### config.mk
export PLATFORM = sky130hd
export DESIGN_NAME = pdio_core
export DESIGN_NICKNAME = d
export VERILOG_FILES = /design/src/pdio_core.v
export VERILOG_INCLUDE_DIRS = /design/src
export SDC_FILE = /design/constraint.sdc
export NUM_CORES = 1
export LEC_CHECK = 0
export ABC_AREA = 1
export BUFFER_PORTS_ARGS = -buffer_cell sky130_fd_sc_hd__buf_4
export CAP_MARGIN = 10
export CORE_UTILIZATION = 59
export CTS_CLUSTER_DIAMETER = 120
export DETAILED_ROUTE_END_ITERATION = 7
export PLACE_DENSITY = 0.79
export SETUP_SLACK_MARGIN = 0.05
export SLEW_MARGIN = 20
export SYNTH_ARGS = -nofsm -noshare
export SYNTH_HDL_FRONTEND = slang
export SYNTH_SLANG_ARGS = --single-unit
export TNS_END_PERCENT = 10
### constraint.sdc
create_clock -name clk -period 4.9 [get_ports clk]
set_clock_uncertainty 0.05 [all_clocks]
set_input_delay 0.49 -clock clk [delete_from_list [all_inputs] [get_ports clk]]
set_output_delay 0.49 -clock clk [all_outputs]
set_load 0.01 [all_outputs]
### src/pdio_regs.vh
// Purpose: constants for the discrete I/O front end
// Assumes: 50 MHz clock (20 ns period)
// Notes:   times in microseconds, counts derived from them
`ifndef PDIO_REGS_VH
`define PDIO_REGS_VH
`define PDIO_CLK_MHZ          50
`define PDIO_RELEASE_US       18000
`define PDIO_RELEASE_CYC      (`PDIO_RELEASE_US * `PDIO_CLK_MHZ)
`define PDIO_WDOG_US          2300000
`define PDIO_WDOG_CYC         (`PDIO_WDOG_US * `PDIO_CLK_MHZ)
`define PDIO_OUT_LO           8
`define PDIO_OUT_HI           15
`define PDIO_DIN_A_LINE       6
`define PDIO_DIN_B_LINE       7
`define PDIO_ST_RELEASE       2'h0
`define PDIO_ST_RUN           2'h1
`endif

### src/pdio_core.v
// Purpose: discrete I/O front end of a small controller board, device side
// Assumes: single clk, asynchronous active-high rst; field pins pass a 3-stage sync
// Notes:   ctrl_* ports are the controller's line drivers; field_* are terminals
`default_nettype none
`include "pdio_regs.vh"

// Operation
// (RULE_01) The eight output channels follow controller lines 8 to 15 through protected drivers.
// (RULE_02) The controller energises a channel by driving its line low as an output.
// (RULE_03) After any fault restart all output lines are released for 18 ms.
// (RULE_04) The watchdog counts down and reloads on every completed instruction.
// (RULE_05) On watchdog expiry the controller resets and restarts its program.
// (RULE_06) A runaway program gives 18 ms off then about 2.3 s on, repeating.
// (RULE_07) Each driver cuts out on overload or heat and recovers silently.
// (RULE_08) Inputs 1 to 8 reach the controller through a shift register on three lines.
// (RULE_09) Each input sits in its own bit of the 8-bit input image byte.
// (RULE_10) The controller loads high, clocks eight bits msb first sampling before each edge.
// (RULE_11) Inputs 9 and 10 go straight to controller lines 6 and 7.
// (RULE_12) Each input reads high with no voltage and low with signal applied.
// (RULE_13) The controller picks an analog range by writing a configuration byte; pdio_core has no analog range or configuration byte input.
// (RULE_14) At power-up all output lines stay released until the program drives them.
module pdio_core #(
    parameter RELEASE_CYC = `PDIO_RELEASE_CYC,
    parameter WDOG_CYC    = `PDIO_WDOG_CYC
) (
    input  wire       clk,
    input  wire       rst,
    input  wire [7:0] ctrl_out_level,
    input  wire [7:0] ctrl_out_enable,
    input  wire       instr_done,
    input  wire [7:0] driver_fault,
    input  wire [7:0] field_voltage,
    input  wire [1:0] field_direct_voltage,
    input  wire       sr_clk,
    input  wire       sr_load,
    output reg        sr_data,
    output reg        direct_input_a_level,
    output reg        direct_input_b_level,
    output reg  [7:0] channel_on,
    output reg        program_restart,
    output reg        lines_released,
    output reg  [7:0] input_image_byte
);

    // ==========================================================
    // input synchronisers, three stages, change when 2nd and 3rd agree
    reg [9:0] s1_q, s2_q, s3_q, in_q;
    reg [2:0] c1_q, c2_q, c3_q, cin_q;
    always @(posedge clk or posedge rst) begin
        if (rst) begin
            s1_q  <= 10'h000;
            s2_q  <= 10'h000;
            s3_q  <= 10'h000;
            in_q  <= 10'h000;
            c1_q  <= 3'h0;
            c2_q  <= 3'h0;
            c3_q  <= 3'h0;
            cin_q <= 3'h0;
        end else begin
            s1_q <= {field_direct_voltage, field_voltage};
            s2_q <= s1_q;
            s3_q <= s2_q;
            // hold while the last two stages disagree, take their value once they match
            in_q <= (in_q & (s2_q ^ s3_q)) | (s2_q & ~(s2_q ^ s3_q));
            c1_q <= {instr_done, sr_load, sr_clk};
            c2_q <= c1_q;
            c3_q <= c2_q;
            cin_q <= (cin_q & (c2_q ^ c3_q)) | (c2_q & ~(c2_q ^ c3_q));
        end
    end

    // ==========================================================
    // input image: voltage present reads 0
    always @(posedge clk or posedge rst) begin
        if (rst) begin
            input_image_byte     <= 8'hff;
            direct_input_a_level <= 1'b1;
            direct_input_b_level <= 1'b1;
        end else begin
            input_image_byte     <= ~in_q[7:0];     // [RULE_12] [RULE_09]
            direct_input_a_level <= ~in_q[8];       // [RULE_11] [RULE_12]
            direct_input_b_level <= ~in_q[9];       // [RULE_11]
        end
    end

    // ==========================================================
    // shift register: load low captures, load high holds and each clock rise shifts
    reg [7:0] sh_q;
    reg       sck_q;
    always @(posedge clk or posedge rst) begin
        if (rst) begin
            sh_q    <= 8'hff;
            sck_q   <= 1'b0;
            sr_data <= 1'b1;
        end else begin
            sck_q <= cin_q[0];
            if (!cin_q[1])
                sh_q <= ~in_q[7:0];                 // [RULE_08]
            else if (cin_q[0] && !sck_q)
                sh_q <= {sh_q[6:0], 1'b1};          // [RULE_08] [RULE_10]
            sr_data <= sh_q[7];                     // msb first [RULE_10]
        end
    end

    // ==========================================================
    // watchdog and restart release
    reg [31:0] wd_q;
    reg [31:0] rel_q;
    reg [1:0]  st_q;
    reg        done_q;
    always @(posedge clk or posedge rst) begin
        if (rst) begin
            wd_q            <= 32'h0;
            rel_q           <= 32'h0;
            st_q            <= `PDIO_ST_RELEASE;    // [RULE_14]
            done_q          <= 1'b0;
            program_restart <= 1'b0;
        end else begin
            done_q          <= cin_q[2];
            program_restart <= 1'b0;
            case (st_q)
                `PDIO_ST_RELEASE: begin
                    if (rel_q >= RELEASE_CYC - 1) begin    // [RULE_03]
                        st_q  <= `PDIO_ST_RUN;
                        rel_q <= 32'h0;
                        wd_q  <= WDOG_CYC - 1;
                    end else
                        rel_q <= rel_q + 32'h1;
                end
                `PDIO_ST_RUN: begin
                    if (cin_q[2] && !done_q)
                        wd_q <= WDOG_CYC - 1;              // [RULE_04]
                    else if (wd_q == 32'h0) begin
                        st_q            <= `PDIO_ST_RELEASE; // [RULE_05] [RULE_06]
                        program_restart <= 1'b1;
                    end else
                        wd_q <= wd_q - 32'h1;              // [RULE_04]
                end
                default: st_q <= `PDIO_ST_RELEASE;
            endcase
        end
    end

    // ==========================================================
    // output drivers: on when line enabled and low, off during release or fault
    always @(posedge clk or posedge rst) begin
        if (rst) begin
            channel_on     <= 8'h00;
            lines_released <= 1'b1;
        end else begin
            lines_released <= (st_q != `PDIO_ST_RUN);
            if (st_q != `PDIO_ST_RUN)
                channel_on <= 8'h00;                               // [RULE_03] [RULE_14]
            else
                channel_on <= ctrl_out_enable & ~ctrl_out_level    // [RULE_01] [RULE_02]
                              & ~driver_fault;                     // silent [RULE_07]
        end
    end

endmodule
`default_nettype wire

# Word-level counts from Yosys, hierarchy flattened
# Cells that the tools add are included.
# W data, S select, Z words.
op_classes:
  bitwise_logic: 17
  n_eq_ne: 7
  reduce_logical: 9
  mux: 15
  order_cmp: 1
  add_sub_neg: 2
ops:
  columns: ["operator", "n"]
  rows:
  - ["$mux W32", 4]
  - ["$pmux W32 S2", 1]
  - ["$add A32 B1 Y32 const B", 1]
  - ["$ge A32 B20 Y1 const B", 1]
  - ["$logic_not A32 Y1", 1]
  - ["$sub A32 B1 Y32 const B", 1]
  - ["$mux W8", 3]
  - ["$not A8 Y8", 3]
  - ["$and A10 B10 Y10", 2]
  - ["$and A8 B8 Y8", 2]
  - ["$not A10 Y10", 1]
  - ["$or A10 B10 Y10", 1]
  - ["$xor A10 B10 Y10", 1]
  - ["$and A3 B3 Y3", 2]
  - ["$mux W2", 3]
  - ["$ne A2 B2 Y1 const B", 3]
  - ["$reduce_and A3 Y1", 2]
  - ["$ne A2 B1 Y1 const B", 2]
  - ["$pmux W2 S2", 1]
  - ["$mux W1", 3]
  - ["$ne A3 B3 Y1 const B", 1]
  - ["$not A3 Y3", 1]
  - ["$or A3 B3 Y3", 1]
  - ["$xor A3 B3 Y3", 1]
  - ["other kinds (6)", 9]
totals:
  elab_cells: 72
  input_bits: 39
  reg_bits: 149
  out_inout_bits: 21

# Longest topological paths before layout
# Gate-level depths: netlist of the first run.
logic_depth:
  word_depth: 4
  mapped_depth: 13
  mapped_depth_nobuf: 12

# Worst setup path before layout of the first run
# No wires, ideal clock.
synth_path:
  path_type: "register -> register"
  startpoint: "reg wd_q[0]"
  endpoint: "reg wd_q[14]"
  stages_incl_launch_ff: 11
  path_buffers: 1
  setup_ns: 0.122
  synth_period_minus_slack_ns: 1.717
  arrival_ns: 1.544
  path_slack_ns: 3.183
  t_required_ns: 4.728
  cell_sequence: "dfrtp_1 -> inv_1 -> ha_1 -> nand2_1 -> nor2_4 -> nand2_2 -> nor2_4 -> nand3_4 -> nand2_4 -> buf_4 -> a21oi_1"
synth_between:
  elab_chain_cells: 4
  word_cells_on_any_way: 7
  classes_between: "add/sub: 1; eq/ne: 1; mux: 3; reduce/logical: 2"
synth_rtl:
  columns: ["element", "line_no", "rtl"]
  rows:
  - ["start: declaration", "pdio_core.v:107", "reg [31:0] wd_q;"]
  - ["start signal: assignment", "pdio_core.v:126", "wd_q <= WDOG_CYC - 1;"]
  - ["start signal: assignment", "pdio_core.v:132", "wd_q <= WDOG_CYC - 1;"]
  - ["start signal: assignment", "pdio_core.v:137", "wd_q <= wd_q - 32'h1;"]
  - ["$sub A32 B1 Y32", "pdio_core.v:137", null]
  - ["$mux W32", "pdio_core.v:133", "else if (wd_q == 32'h0) begin"]
  - ["$mux W32", "pdio_core.v:131", "if (cin_q[2] && !done_q)"]
  - ["$pmux W32 S2", "pdio_core.v:121", "case (st_q)"]
# Parallel ways exist; a longest one is shown, timed or not. The select of a mux whose other input is x is not followed.
# A chain may end at the register's enable or synchronous reset.

# Worst setup path in the final report of the first run
layout_path:
  startpoint: "reg st_q[0]"
  endpoint: "reg wd_q[0]"
layout_between:
  elab_chain_cells: 3
  word_cells_on_any_way: 7
  classes_between: "eq/ne: 3; mux: 1; reduce/logical: 3"
layout_rtl:
  columns: ["element", "line_no", "rtl"]
  rows:
  - ["start: declaration", "pdio_core.v:109", "reg [1:0] st_q;"]
  - ["start signal: assignment", "pdio_core.v:115", "st_q <= `PDIO_ST_RELEASE;"]
  - ["start signal: assignment", "pdio_core.v:124", "st_q <= `PDIO_ST_RUN;"]
  - ["start signal: assignment", "pdio_core.v:134", "st_q <= `PDIO_ST_RELEASE;"]
  - ["$eq A2 B1 Y1 or $logic_not A2 Y1 (tied branches)", "pdio_core.v:121", null]
  - ["$ne A3 B3 Y1 (no line) (tied with other cells)", null, null]
  - ["$reduce_and A3 Y1 (no line)", null, null]
# Parallel ways exist; a longest one is shown, timed or not.

==> results of run 1 <==
[layer usage]
metal	vias to the layer above	track usage [%]	share of wire, %
li1	2374	-	-
met1	2384	33.8	44
met2	173	41.9	49
met3	21	5.50	6.0
met4	0	10.3	1.4
met5	-	0	0
[power groups by stage]
stage	sequential, mW	clock [mW]	combinational (mW)
2_1_floorplan	1.34	0	0.0598
3_3_place_gp	1.34	0	0.114
3_5_place_dp	1.35	0	0.120
4_1_cts	1.33	1.37	0.126
5_1_grt	1.33	1.41	0.138
6_report	1.33	1.35	0.122
[cell type report]
class	instances	share of cell area (%)
multi-input cells	456	28.9
well taps	136	2.24
clock buffers	18	5.64
flip-flops and latches	148	49.1
repair buffers	70	7.22
clock inverters	14	2.59
inverters	85	4.27
[synthesized netlist by cell type, drive strengths merged]
cell type / instances
clkbuf: 6
nor3: 16
dfstp: 20
o21ai: 21
ha: 2
nand4: 17
nor2: 99
nand3b: 1
o22ai: 11
buf: 7
a31oi: 6
nand2: 185
nor4: 3
nand3: 40
xor2: 22
inv: 85
dfrtp: 128
a21oi: 14
maj3: 13
xnor2: 2
or2: 4
[worst paths after layout]
check	start	endpoint	slack, ns	cells past startpoint
setup / recovery	st_q[0]$_DFFE_PP0P_	wd_q[0]$_DFFE_PP0P_	2.54	6
hold / removal	sr_load	c1_q[1]$_DFF_PP0_	0.02	1
setup reg to reg	st_q[0]$_DFFE_PP0P_	wd_q[0]$_DFFE_PP0P_	2.54	6
hold reg to reg	c1_q[1]$_DFF_PP0_	c2_q[1]$_DFF_PP0_	0.30	0
max in group asynchronous	rst	lines_released$_DFF_PP1_	3.58	3
min in group asynchronous	rst	s2_q[9]$_DFF_PP0_	0.12	2
[kinds of logic (layout without fill, tap and decap cells)]
group	Yosys count	count (layout)	share of synthesized area, %
AOI/OAI and AO/OA	52	52	4.46
xor gates and xnor gates	24	24	3.33
adders and majority gates	15	15	2.46
buffers and inverters	98	187	6.18
DFF	148	148	59.0
and+or+nand+nor	365	365	24.5
[stage by stage]
stage	setup WS, ns	instance area, sq um	total power, mW	hold slack (ns)
global route	2.28	7590	2.88	0.00185
floorplan	0.413	6310	1.40	0.281
finish	2.54	7590	2.80	0.0216
detailed placement	2.54	6880	1.47	0.285
global placement	2.62	6880	1.46	0.282
CTS	2.56	7590	2.82	0.000184
[timing repair]
item	in CTS	in global routing
setup buffers	0	0
endpoints found under the hold margin	9	0
setup endpoints to repair	0	0
hold buffers	9	0
[flip-flops by register name, indices dropped and copies added, names as in the netlist, named ones only]
register and cells:
s2_q 10, input_image_byte 8, c3_q 3, direct_input_a_level 1, channel_on 8, s1_q 10
done_q 1, sck_q 1, direct_input_b_level 1, c1_q 3, wd_q 32, sr_data 1
lines_released 1, rel_q 32, st_q 1, c2_q 3, program_restart 1, sh_q 8
s3_q 10
==> results.md, run 1 <==
- Clock root cell: clkbuf_8
- RePlAce Congestion: 0.923
- Gate power share: 4.4%
- Fill cell count: 758
- Max frequency: 424 MHz
- Most Frequent Cell on Critical Path: o21ai_0
- Net Sw Power: 0.635 mW
- Unrepaired setup endpoints after global routing: no
- Dpl hpwl: 8600 microns
- Slew @ Worst Pin: 0.920 ns
- Largest net degree at the start of global routing: 113
- DRT Wirelength: 13,000 microns
- Seq pwr share: 47.3%
- IO Pins: 60
- Type of the worst setup path: reg2reg
- Post-Synthesis Cells: 702
- CTS resizes: 0
- Dominant cells by area after synthesis: dfrtp_1 (51%), nand2_1 (11%), dfstp_2 (8.3%)
- Buffers on Ports: 59
- Sw Share: 22.7%
- Cell Pwr Density: 369 mW/mm^2
- Layout net count: 819
- DIE AREA: 0.0111 sq mm
- Drt wl/cell: 14.0 microns
- Vias in the first global route: 4,857
- Antenna cells: 0
- Clock Power Share: 48.3%
- # DRC: 0
- Initial Utilization: 60.9%
- GRT Util Overall: 25.7%
- CP bufs+invs: 1
- Synth Register Bits: 148
- Syn nets: 743
- Clock Tree Buf Depth: 2
- Crit path DAT: 2.70 ns
- Worst setup SP type: flop
- Final Util: 73.2%
- CTS tree: done
- CP Cell Sequence: inv_1 > o21ai_0 > nor3_1 > nand2_2 > nand2_4 > o21ai_0
- Ys Warns: 0
- P_int: 2.16 mW
- Syn Area/Cell: 9.00 sq um
- Yosys top cell area share: 50.7%
- Vias per cell: 5.34
- Sum of negative setup slack: 0 ns
- CP required: 5.24 ns
- Row count: 37
- First-pass GRT wire length: 22,300 microns
- Crit-path max cell delay: 0.45 ns
- Placed cells: 886
- Most frequent cells in the layout: nand2_1 (182), dfrtp_1 (128), nor2_1 (95), inv_1 (84), buf_4 (61)
- Reg clk slew, reported paths: 0.06 ns
- Die W: 105 microns
- Worst-path maximum fanout: 33
- Worst vdd ir: 0.241 mV
- Total CTS buffers: 17
- Max Cap Violations: 0
- Max-slew violation count: 0
- Final period demand of the worst path: 2.36 ns
- CP max-delay cell: nand2_4
- Cell Count, Final, Fillers Out: 927
- Die H: 105 microns
- Relative slew slack: 38.6%
- Status: finished clean
- DRT antenna net count: 0
- Via count: 4,952
- Share of the yosys chip area belonging to registers: 59.0%
- Core region area: 0.0104 sq mm
- Setup crit end kind: flop
- DRT iter0 DRCs: 446
- CP top delay family: simple AND/OR/NAND/NOR gates
- CTS sink cnt: 148
- Initial DRT Pass Iterations: 6
- Area growth, synth to finish: 20.2%
- Final period util: 48.1%
- GRT Residual Overflow: 0
- Leak: 3.92 nW
- HP Class: in2reg
- Netlist cell types: 29
- Setup violators final: 0
- Synth area leader: dfrtp_1
- Commonest non-fill, non-tap cell in the layout: nand2_1
- Antenna violations before repair: 0
- FF+latch area: 0.00373 sq mm
- Layout cells sized above 1: 15.9%
- Final hold violation count: 0
- Area occupied by multi-input gates: 0.00220 sq mm
- Syn Std Cell Area: 0.00631 sq mm
- H-tree levels: 4
- Clk_lat worst skew: 0.53 ns
Note: power is estimated with default switching activity, not from simulation.
==> inputs of run 2 (changes only) <==
Settings changed: CORE_UTILIZATION 59 to 53, PLACE_DENSITY 0.79 to 0.75.
Clock period 4.9 ns to 1.91 ns, I/O delays scaled along.
==> results.md, run 2 (synthesized netlist as in run 1, its figures left out) <==
- Status: finished, violations left
- Failing checks: DRC
- Area growth, synth to finish: 29.2%
- Commonest non-fill, non-tap cell in the layout: nand2_1
- Layout net count: 865 (+5.6%)
- Gate power share: 5.3% (+0.9 points)
- Drt wl/cell: 14.6 microns (+4.2%)
- Worst vdd ir: 0.710 mV (+190%)
- Hold path depth: 0 (-1)
- Final hold violation count: 0 (unchanged)
- Met2 GRT Util: 39.7% (-2.2 points)
- Clock Tree Buf Depth: 2 (unchanged)
- Layout cells sized above 1: 21.4% (+5.5 points)
- Min-delay src: c1_q[1]$_DFF_PP0_
- Final period demand of the worst path: 1.83 ns (-0.527 ns)
- Relative slew slack: 69.4% (+31 points)
- Final period util: 95.8% (+48 points)
- Max-slew violation count: 0 (unchanged)
- Slew @ Worst Pin: 0.455 ns (-0.465 ns)
- Max Cap Violations: 0 (unchanged)
- DRT iter0 DRCs: 505 (+13%)
- Die W: 111 microns (+5.4%)
- Max frequency: 547 MHz (+29%)
- Clock Power Share: 44.7% (-3.6 points)
- Reg clk slew, reported paths: 0.07 ns (about the same)
- Via count: 5,156 (+4.1%)
- Antenna violations before repair: 0 (unchanged)
- Unrepaired setup endpoints after global routing: yes
- DIE AREA: 0.0124 sq mm (+11%)
- Sw Share: 22.5% (-0.20 points)
- Vias per cell: 5.26 (-1.5%)
- Worst r2r dst: wd_q[12]$_DFFE_PP0P_
- Setup crit end kind: flop
- FF+latch area: 0.00373 sq mm (about the same)
- Net Sw Power: 1.53 mW (+140%)
- Total CTS buffers: 17 (unchanged)
- Biggest regs: rel_q: 32 flops, wd_q: 32 flops
- Die H: 111 microns (+5.4%)
- Vias in the first global route: 5,007 (+3.1%)
- Worst setup SP type: flop
- Crit path DAT: 2.09 ns (-0.61 ns)
- Seq pwr share: 50.0% (+2.7 points)
- H-tree levels: 4 (unchanged)
- Cell Pwr Density: 834 mW/mm^2 (+130%)
- Clk_lat worst skew: 0.42 ns (-0.11 ns)
- RePlAce Congestion: 0.950 (+3.0%)
- Clock root cell: clkbuf_16
- GRT Util Overall: 24.1% (-1.6 points)
- Largest net degree at the start of global routing: 83 (-27%)
- Worst r2r path cells: 8 (+2)
- CP required: 2.17 ns (-3.07 ns)
- Worst-path maximum fanout: 7 (-79%)
- Core region area: 0.0115 sq mm (+11%)
- CTS sink cnt: 148 (unchanged)
- Grt peak-use layer: met2
- Hold EP: c2_q[1]$_DFF_PP0_
- Design Area, Final: 0.00816 sq mm (+7.5%)
- FF-to-FF setup slack: 0.08 ns (-2.46 ns)
- Buffers on Ports: 59 (unchanged)
- Dpl hpwl: 8780 microns (+2.1%)
- Fill cell count: 834 (+10%)
- Initial DRT Pass Iterations: 8 (+2)
- CP Launch Point: wd_q[3]$_DFFE_PP0P_
- Type of the worst setup path: reg2reg
- GRT Residual Overflow: 0 (unchanged)
- Most frequent cells in the layout: nand2_1 (175), dfrtp_1 (127), nor2_1 (82), inv_1 (82), buf_4 (77)
- P_int: 5.27 mW (+140%)
- Area post-placement: 0.00706 sq mm (+2.7%)
- Initial Utilization: 54.8% (-6.1 points)
- First-pass GRT wire length: 23,200 microns (+4.1%)
- M1 GR Usage: 30.0% (-3.8 points)
- IO Pins: 60 (unchanged)
- Leak: 4.17 nW (+6.3%)
- CTS tree: done
- # DRC: 13 (+13)
- DRT antenna net count: 0 (unchanged)
- Critical R2R Launch: wd_q[3]$_DFFE_PP0P_
- Antenna cells: 0 (unchanged)
- Final Util: 70.8% (-2.4 points)
- DRT Wirelength: 14,300 microns (+10%)
- HP Class: reg2reg
- Row count: 39 (+5.4%)
- Area occupied by multi-input gates: 0.00232 sq mm (+5.8%)
- Setup violators final: 0 (unchanged)
- Met3 usage: 6.40% (+0.89 points)
run 2: cell types whose count changed in the layout (fill, tap and decap cells not counted), moves of 4 or more:
| cell | delta |
|---|---|
| clkbuf_16 | +4 |
| clkinvlp_4 | +4 |
| dlygate4sd3_1 | +21 |
| buf_4 | +16 |
| nand2_2 | +6 |
| nor2_1 | -13 |
| nand2_1 | -7 |
| nand3_1 | -4 |
| buf_12 | +4 |
| nor2_2 | +12 |
run 2: worst max-delay path by stage:
stage | end | slack, ns | depth (start not counted)
global route | wd_q[12]$_DFFE_PP0P_ | -0.05 | 8
global placement | wd_q[23]$_DFFE_PP0P_ | 0.15 | 13
finish | wd_q[12]$_DFFE_PP0P_ | 0.08 | 8
CTS | rel_q[15]$_DFFE_PP0N_ | 0.08 | 12
floorplan | asynchronous set/reset pin | -0.18 | 1
detailed placement | wd_q[0]$_DFFE_PP0P_ | 0.04 | 12
run 2: what timing repair did:
action                     CTS  global route
setup endpoints to repair    1            53
resized for setup            2            39
pin swaps                    0             8
gates cloned                 0             4
buffers inserted             1             3
hold endpoints to repair   149             0
hold buffers                30             0
run 2: worst max-delay path: stages (launching register included):
cell	delay, ns
dfrtp_1	0.44
nor2_1	0.22
nand2_2	0.12
nor2_4	0.15
nand4_1	0.18
nand3_4	0.15
clkinvlp_4	0.23
nand3_2	0.13
nand2_1	0.05
run 2: per-layer routing:
metal | vias up | wire [microns]
met5 | - | 0
li1 | 2466 | -
met3 | 40 | 804
met4 | 0 | 461
met1 | 2468 | 6010
met2 | 182 | 7060
run 2: power groups by stage:
stage / clock (mW) / combinational [mW] / sequential (mW)
final: 3.04 / 0.361 / 3.40
after global routing: 3.26 / 0.401 / 3.41
after CTS: 3.10 / 0.360 / 3.40
after detailed placement: 0 / 0.320 / 3.45
after global placement: 0 / 0.310 / 3.44
after floorplan: 0 / 0.154 / 3.45
run 2: area by class of cell:
type,count,area share (%)
repair buffers,115,12.8
multi-input cells,456,28.5
inverters,85,4.00
repair inverters,1,0.0920
flip-flops and latches,148,45.7
clock buffers,22,5.81
clock inverters,10,0.905
well taps,143,2.19
run 2: per-stage QoR:
step                power [mW]  std cells  setup slack, ns  setup TNS, ns  hold WS (ns)
finish                    6.81        980           0.0807              0         0.290
CTS                       6.86        973           0.0813              0         0.295
global placement          3.75        910            0.152              0         0.250
global route              7.07        980          -0.0490         -0.254         0.293
floorplan                 3.60        702           -0.176         -22.49         0.172
detailed placement        3.77        910           0.0411              0         0.252
==> inputs of run 3 (changes only) <==
Settings changed: RECOVER_POWER set to 100.
==> results.md, run 3 (synthesized netlist as in run 1, its figures left out) <==
- Antenna cells: 0 (unchanged)
- Status: finished, violations left
- Area growth, synth to finish: 27.5%
- Commonest non-fill, non-tap cell in the layout: nand2_1
- PnR worst setup slack: 0.0768 ns (-0.00393 ns)
- Final period util: 96.0% (+0.21 points)
- Total CTS buffers: 17 (unchanged)
- IO Pins: 60 (unchanged)
- Row count: 39 (unchanged)
- Relative slew slack: 27.0% (-42 points)
- Sw Share: 22.6% (+0.11 points)
- Type of the worst setup path: reg2reg
- Area post-placement: 0.00706 sq mm (unchanged)
- Max frequency: 545 MHz (-0.21%)
- Via count: 5,162 (+0.12%)
- Core region area: 0.0115 sq mm (unchanged)
- P_int: 5.24 mW (-0.63%)
- Place WS: 0.0411 ns (unchanged)
- Dpl hpwl: 8780 microns (unchanged)
- CP required: 2.17 ns (about the same)
- Vias in the first global route: 5,007 (unchanged)
- Crit path DAT: 2.09 ns (about the same)
- Layout cells sized above 1: 18.6% (-2.7 points)
- Clock root cell: clkbuf_16
- Clock Tree Buf Depth: 2 (unchanged)
- Layout net count: 865 (unchanged)
- Worst-path maximum fanout: 7 (unchanged)
- DRT antenna net count: 0 (unchanged)
- CTS tree: done
- Setup crit end kind: flop
- Drt wl/cell: 14.6 microns (+0.11%)
- Largest net degree at the start of global routing: 83 (unchanged)
- Reg clk slew, reported paths: 0.07 ns (about the same)
- # DRC: 12 (-1)
- Worst setup SP type: flop
- Design Area, Final: 0.00805 sq mm (-1.3%)
- Sum of negative setup slack: 0 ns (unchanged)
- Most frequent cells in the layout: nand2_1 (175), dfrtp_1 (127), nor2_1 (82), inv_1 (82), buf_4 (41)
- CP max-delay cell: dfrtp_1
- Unrepaired setup endpoints after global routing: yes
- GRT Residual Overflow: 0 (unchanged)
- Worst r2r path cells: 8 (unchanged)
- Crit-path max cell delay: 0.44 ns (about the same)
- Net Sw Power: 1.53 mW (about the same)
- Cell Count, Final, Fillers Out: 980 (unchanged)
- Worst vdd ir: 0.710 mV (about the same)
- Slew @ Worst Pin: 1.10 ns (+0.640 ns)
- Cell Pwr Density: 841 mW/mm^2 (+0.87%)
- Clock Power Share: 45.0% (+0.3 points)
- CTS sink cnt: 148 (unchanged)
- Die W: 111 microns (unchanged)
- Hold path depth: 0 (unchanged)
- Final period demand of the worst path: 1.83 ns (+0.00393 ns)
- Gate power share: 4.8% (-0.5 points)
- Biggest regs: rel_q: 32 flops, wd_q: 32 flops
- Setup violators final: 0 (unchanged)
- Final hold violation count: 0 (unchanged)
- Die H: 111 microns (unchanged)
- DIE AREA: 0.0124 sq mm (unchanged)
- Clk_lat worst skew: 0.42 ns (about the same)
- Failing checks: DRC
- WHS: 0.290 ns (-0.000277 ns)
- RePlAce Congestion: 0.950 (unchanged)
- CP Cell Sequence: nor2_1 > nand2_2 > nor2_4 > nand4_1 > nand3_4 > clkinvlp_4 > nand3_2 > nand2_1
- Max Cap Violations: 0 (unchanged)
- Initial DRT Pass Iterations: 8 (unchanged)
- H-tree levels: 4 (unchanged)
- Antenna violations before repair: 0 (unchanged)
- Initial Utilization: 54.8% (unchanged)
- Vias per cell: 5.27 (+0.12%)
- DRT iter0 DRCs: 428 (-15%)
- Buffers on Ports: 59 (unchanged)
- First-pass GRT wire length: 23,200 microns (unchanged)
- Placed cells: 910 (unchanged)
- Leak: 4.07 nW (-2.4%)
- HP Class: reg2reg
- Max-slew violation count: 0 (unchanged)
- Seq pwr share: 50.2% (+0.2 points)
- DRT Wirelength: 14,400 microns (+0.11%)
- GRT Util Overall: 24.1% (unchanged)
## run 3: through the flow
step / util (%) / total power [mW]
after floorplan: - / 3.60
after global placement: 61.3 / 3.75
after detailed placement: 61.3 / 3.77
after CTS: 68.8 / 6.86
after global routing: 69.9 / 7.03
final: 69.9 / 6.77
## run 3: worst paths after layout
check                      slack (ns)                 from                    to
max                              0.08  wd_q[3]$_DFFE_PP0P_  wd_q[12]$_DFFE_PP0P_
min reg2reg                      0.29    c1_q[1]$_DFF_PP0_     c2_q[1]$_DFF_PP0_
max in group asynchronous        0.35                  rst   wd_q[7]$_DFFE_PP0P_
min                              0.29    c1_q[1]$_DFF_PP0_     c2_q[1]$_DFF_PP0_
min in group asynchronous        0.60                  rst     s1_q[3]$_DFF_PP0_
max reg2reg                      0.08  wd_q[3]$_DFFE_PP0P_  wd_q[12]$_DFFE_PP0P_
## run 3: area by class of cell
| cell class | instances | area [sq um] |
|---|---|---|
| Timing Repair inverter | 1 | 7.51 |
| Multi-Input combinational cell | 456 | 2320 |
| Inverter | 85 | 324 |
| Timing Repair Buffer | 115 | 937 |
| Fill cell | 866 | 3470 |
| Clock buffer | 22 | 474 |
| Sequential cell | 148 | 3730 |
| Tap cell | 143 | 179 |
| Clock inverter | 10 | 73.8 |
## run 3: worst max-delay path: cells and delay by family, from the launching register on
family	cells	cell delay (ns)
buf+inv	1	0.23
simple gates	7	1.01
flops	1	0.44
## run 3: metal layers
layer  up-vias  part of all wire [%]  GRT usage (%)
li1       2468                     -              -
met1      2449                    41           30.0
met2       203                    49           39.7
met3        42                   6.3           6.40
met4         0                   3.2           11.1
met5         -                     0              0
## run 3: power groups by stage
stage	Sequential (mW)	Clock [mW]	Combinational (mW)
finish	3.40	3.05	0.328
global route	3.41	3.26	0.367
detailed placement	3.45	0	0.320
CTS	3.40	3.10	0.360
floorplan	3.45	0	0.154
global placement	3.44	0	0.310
## run 3: timing repair
item                       CTS  global route
gates cloned                 0             4
setup endpoints to repair    1            53
pin swaps                    0             8
hold endpoints to repair   149             0
resized for setup            2            39
hold buffers                30             0
buffers inserted             1             3
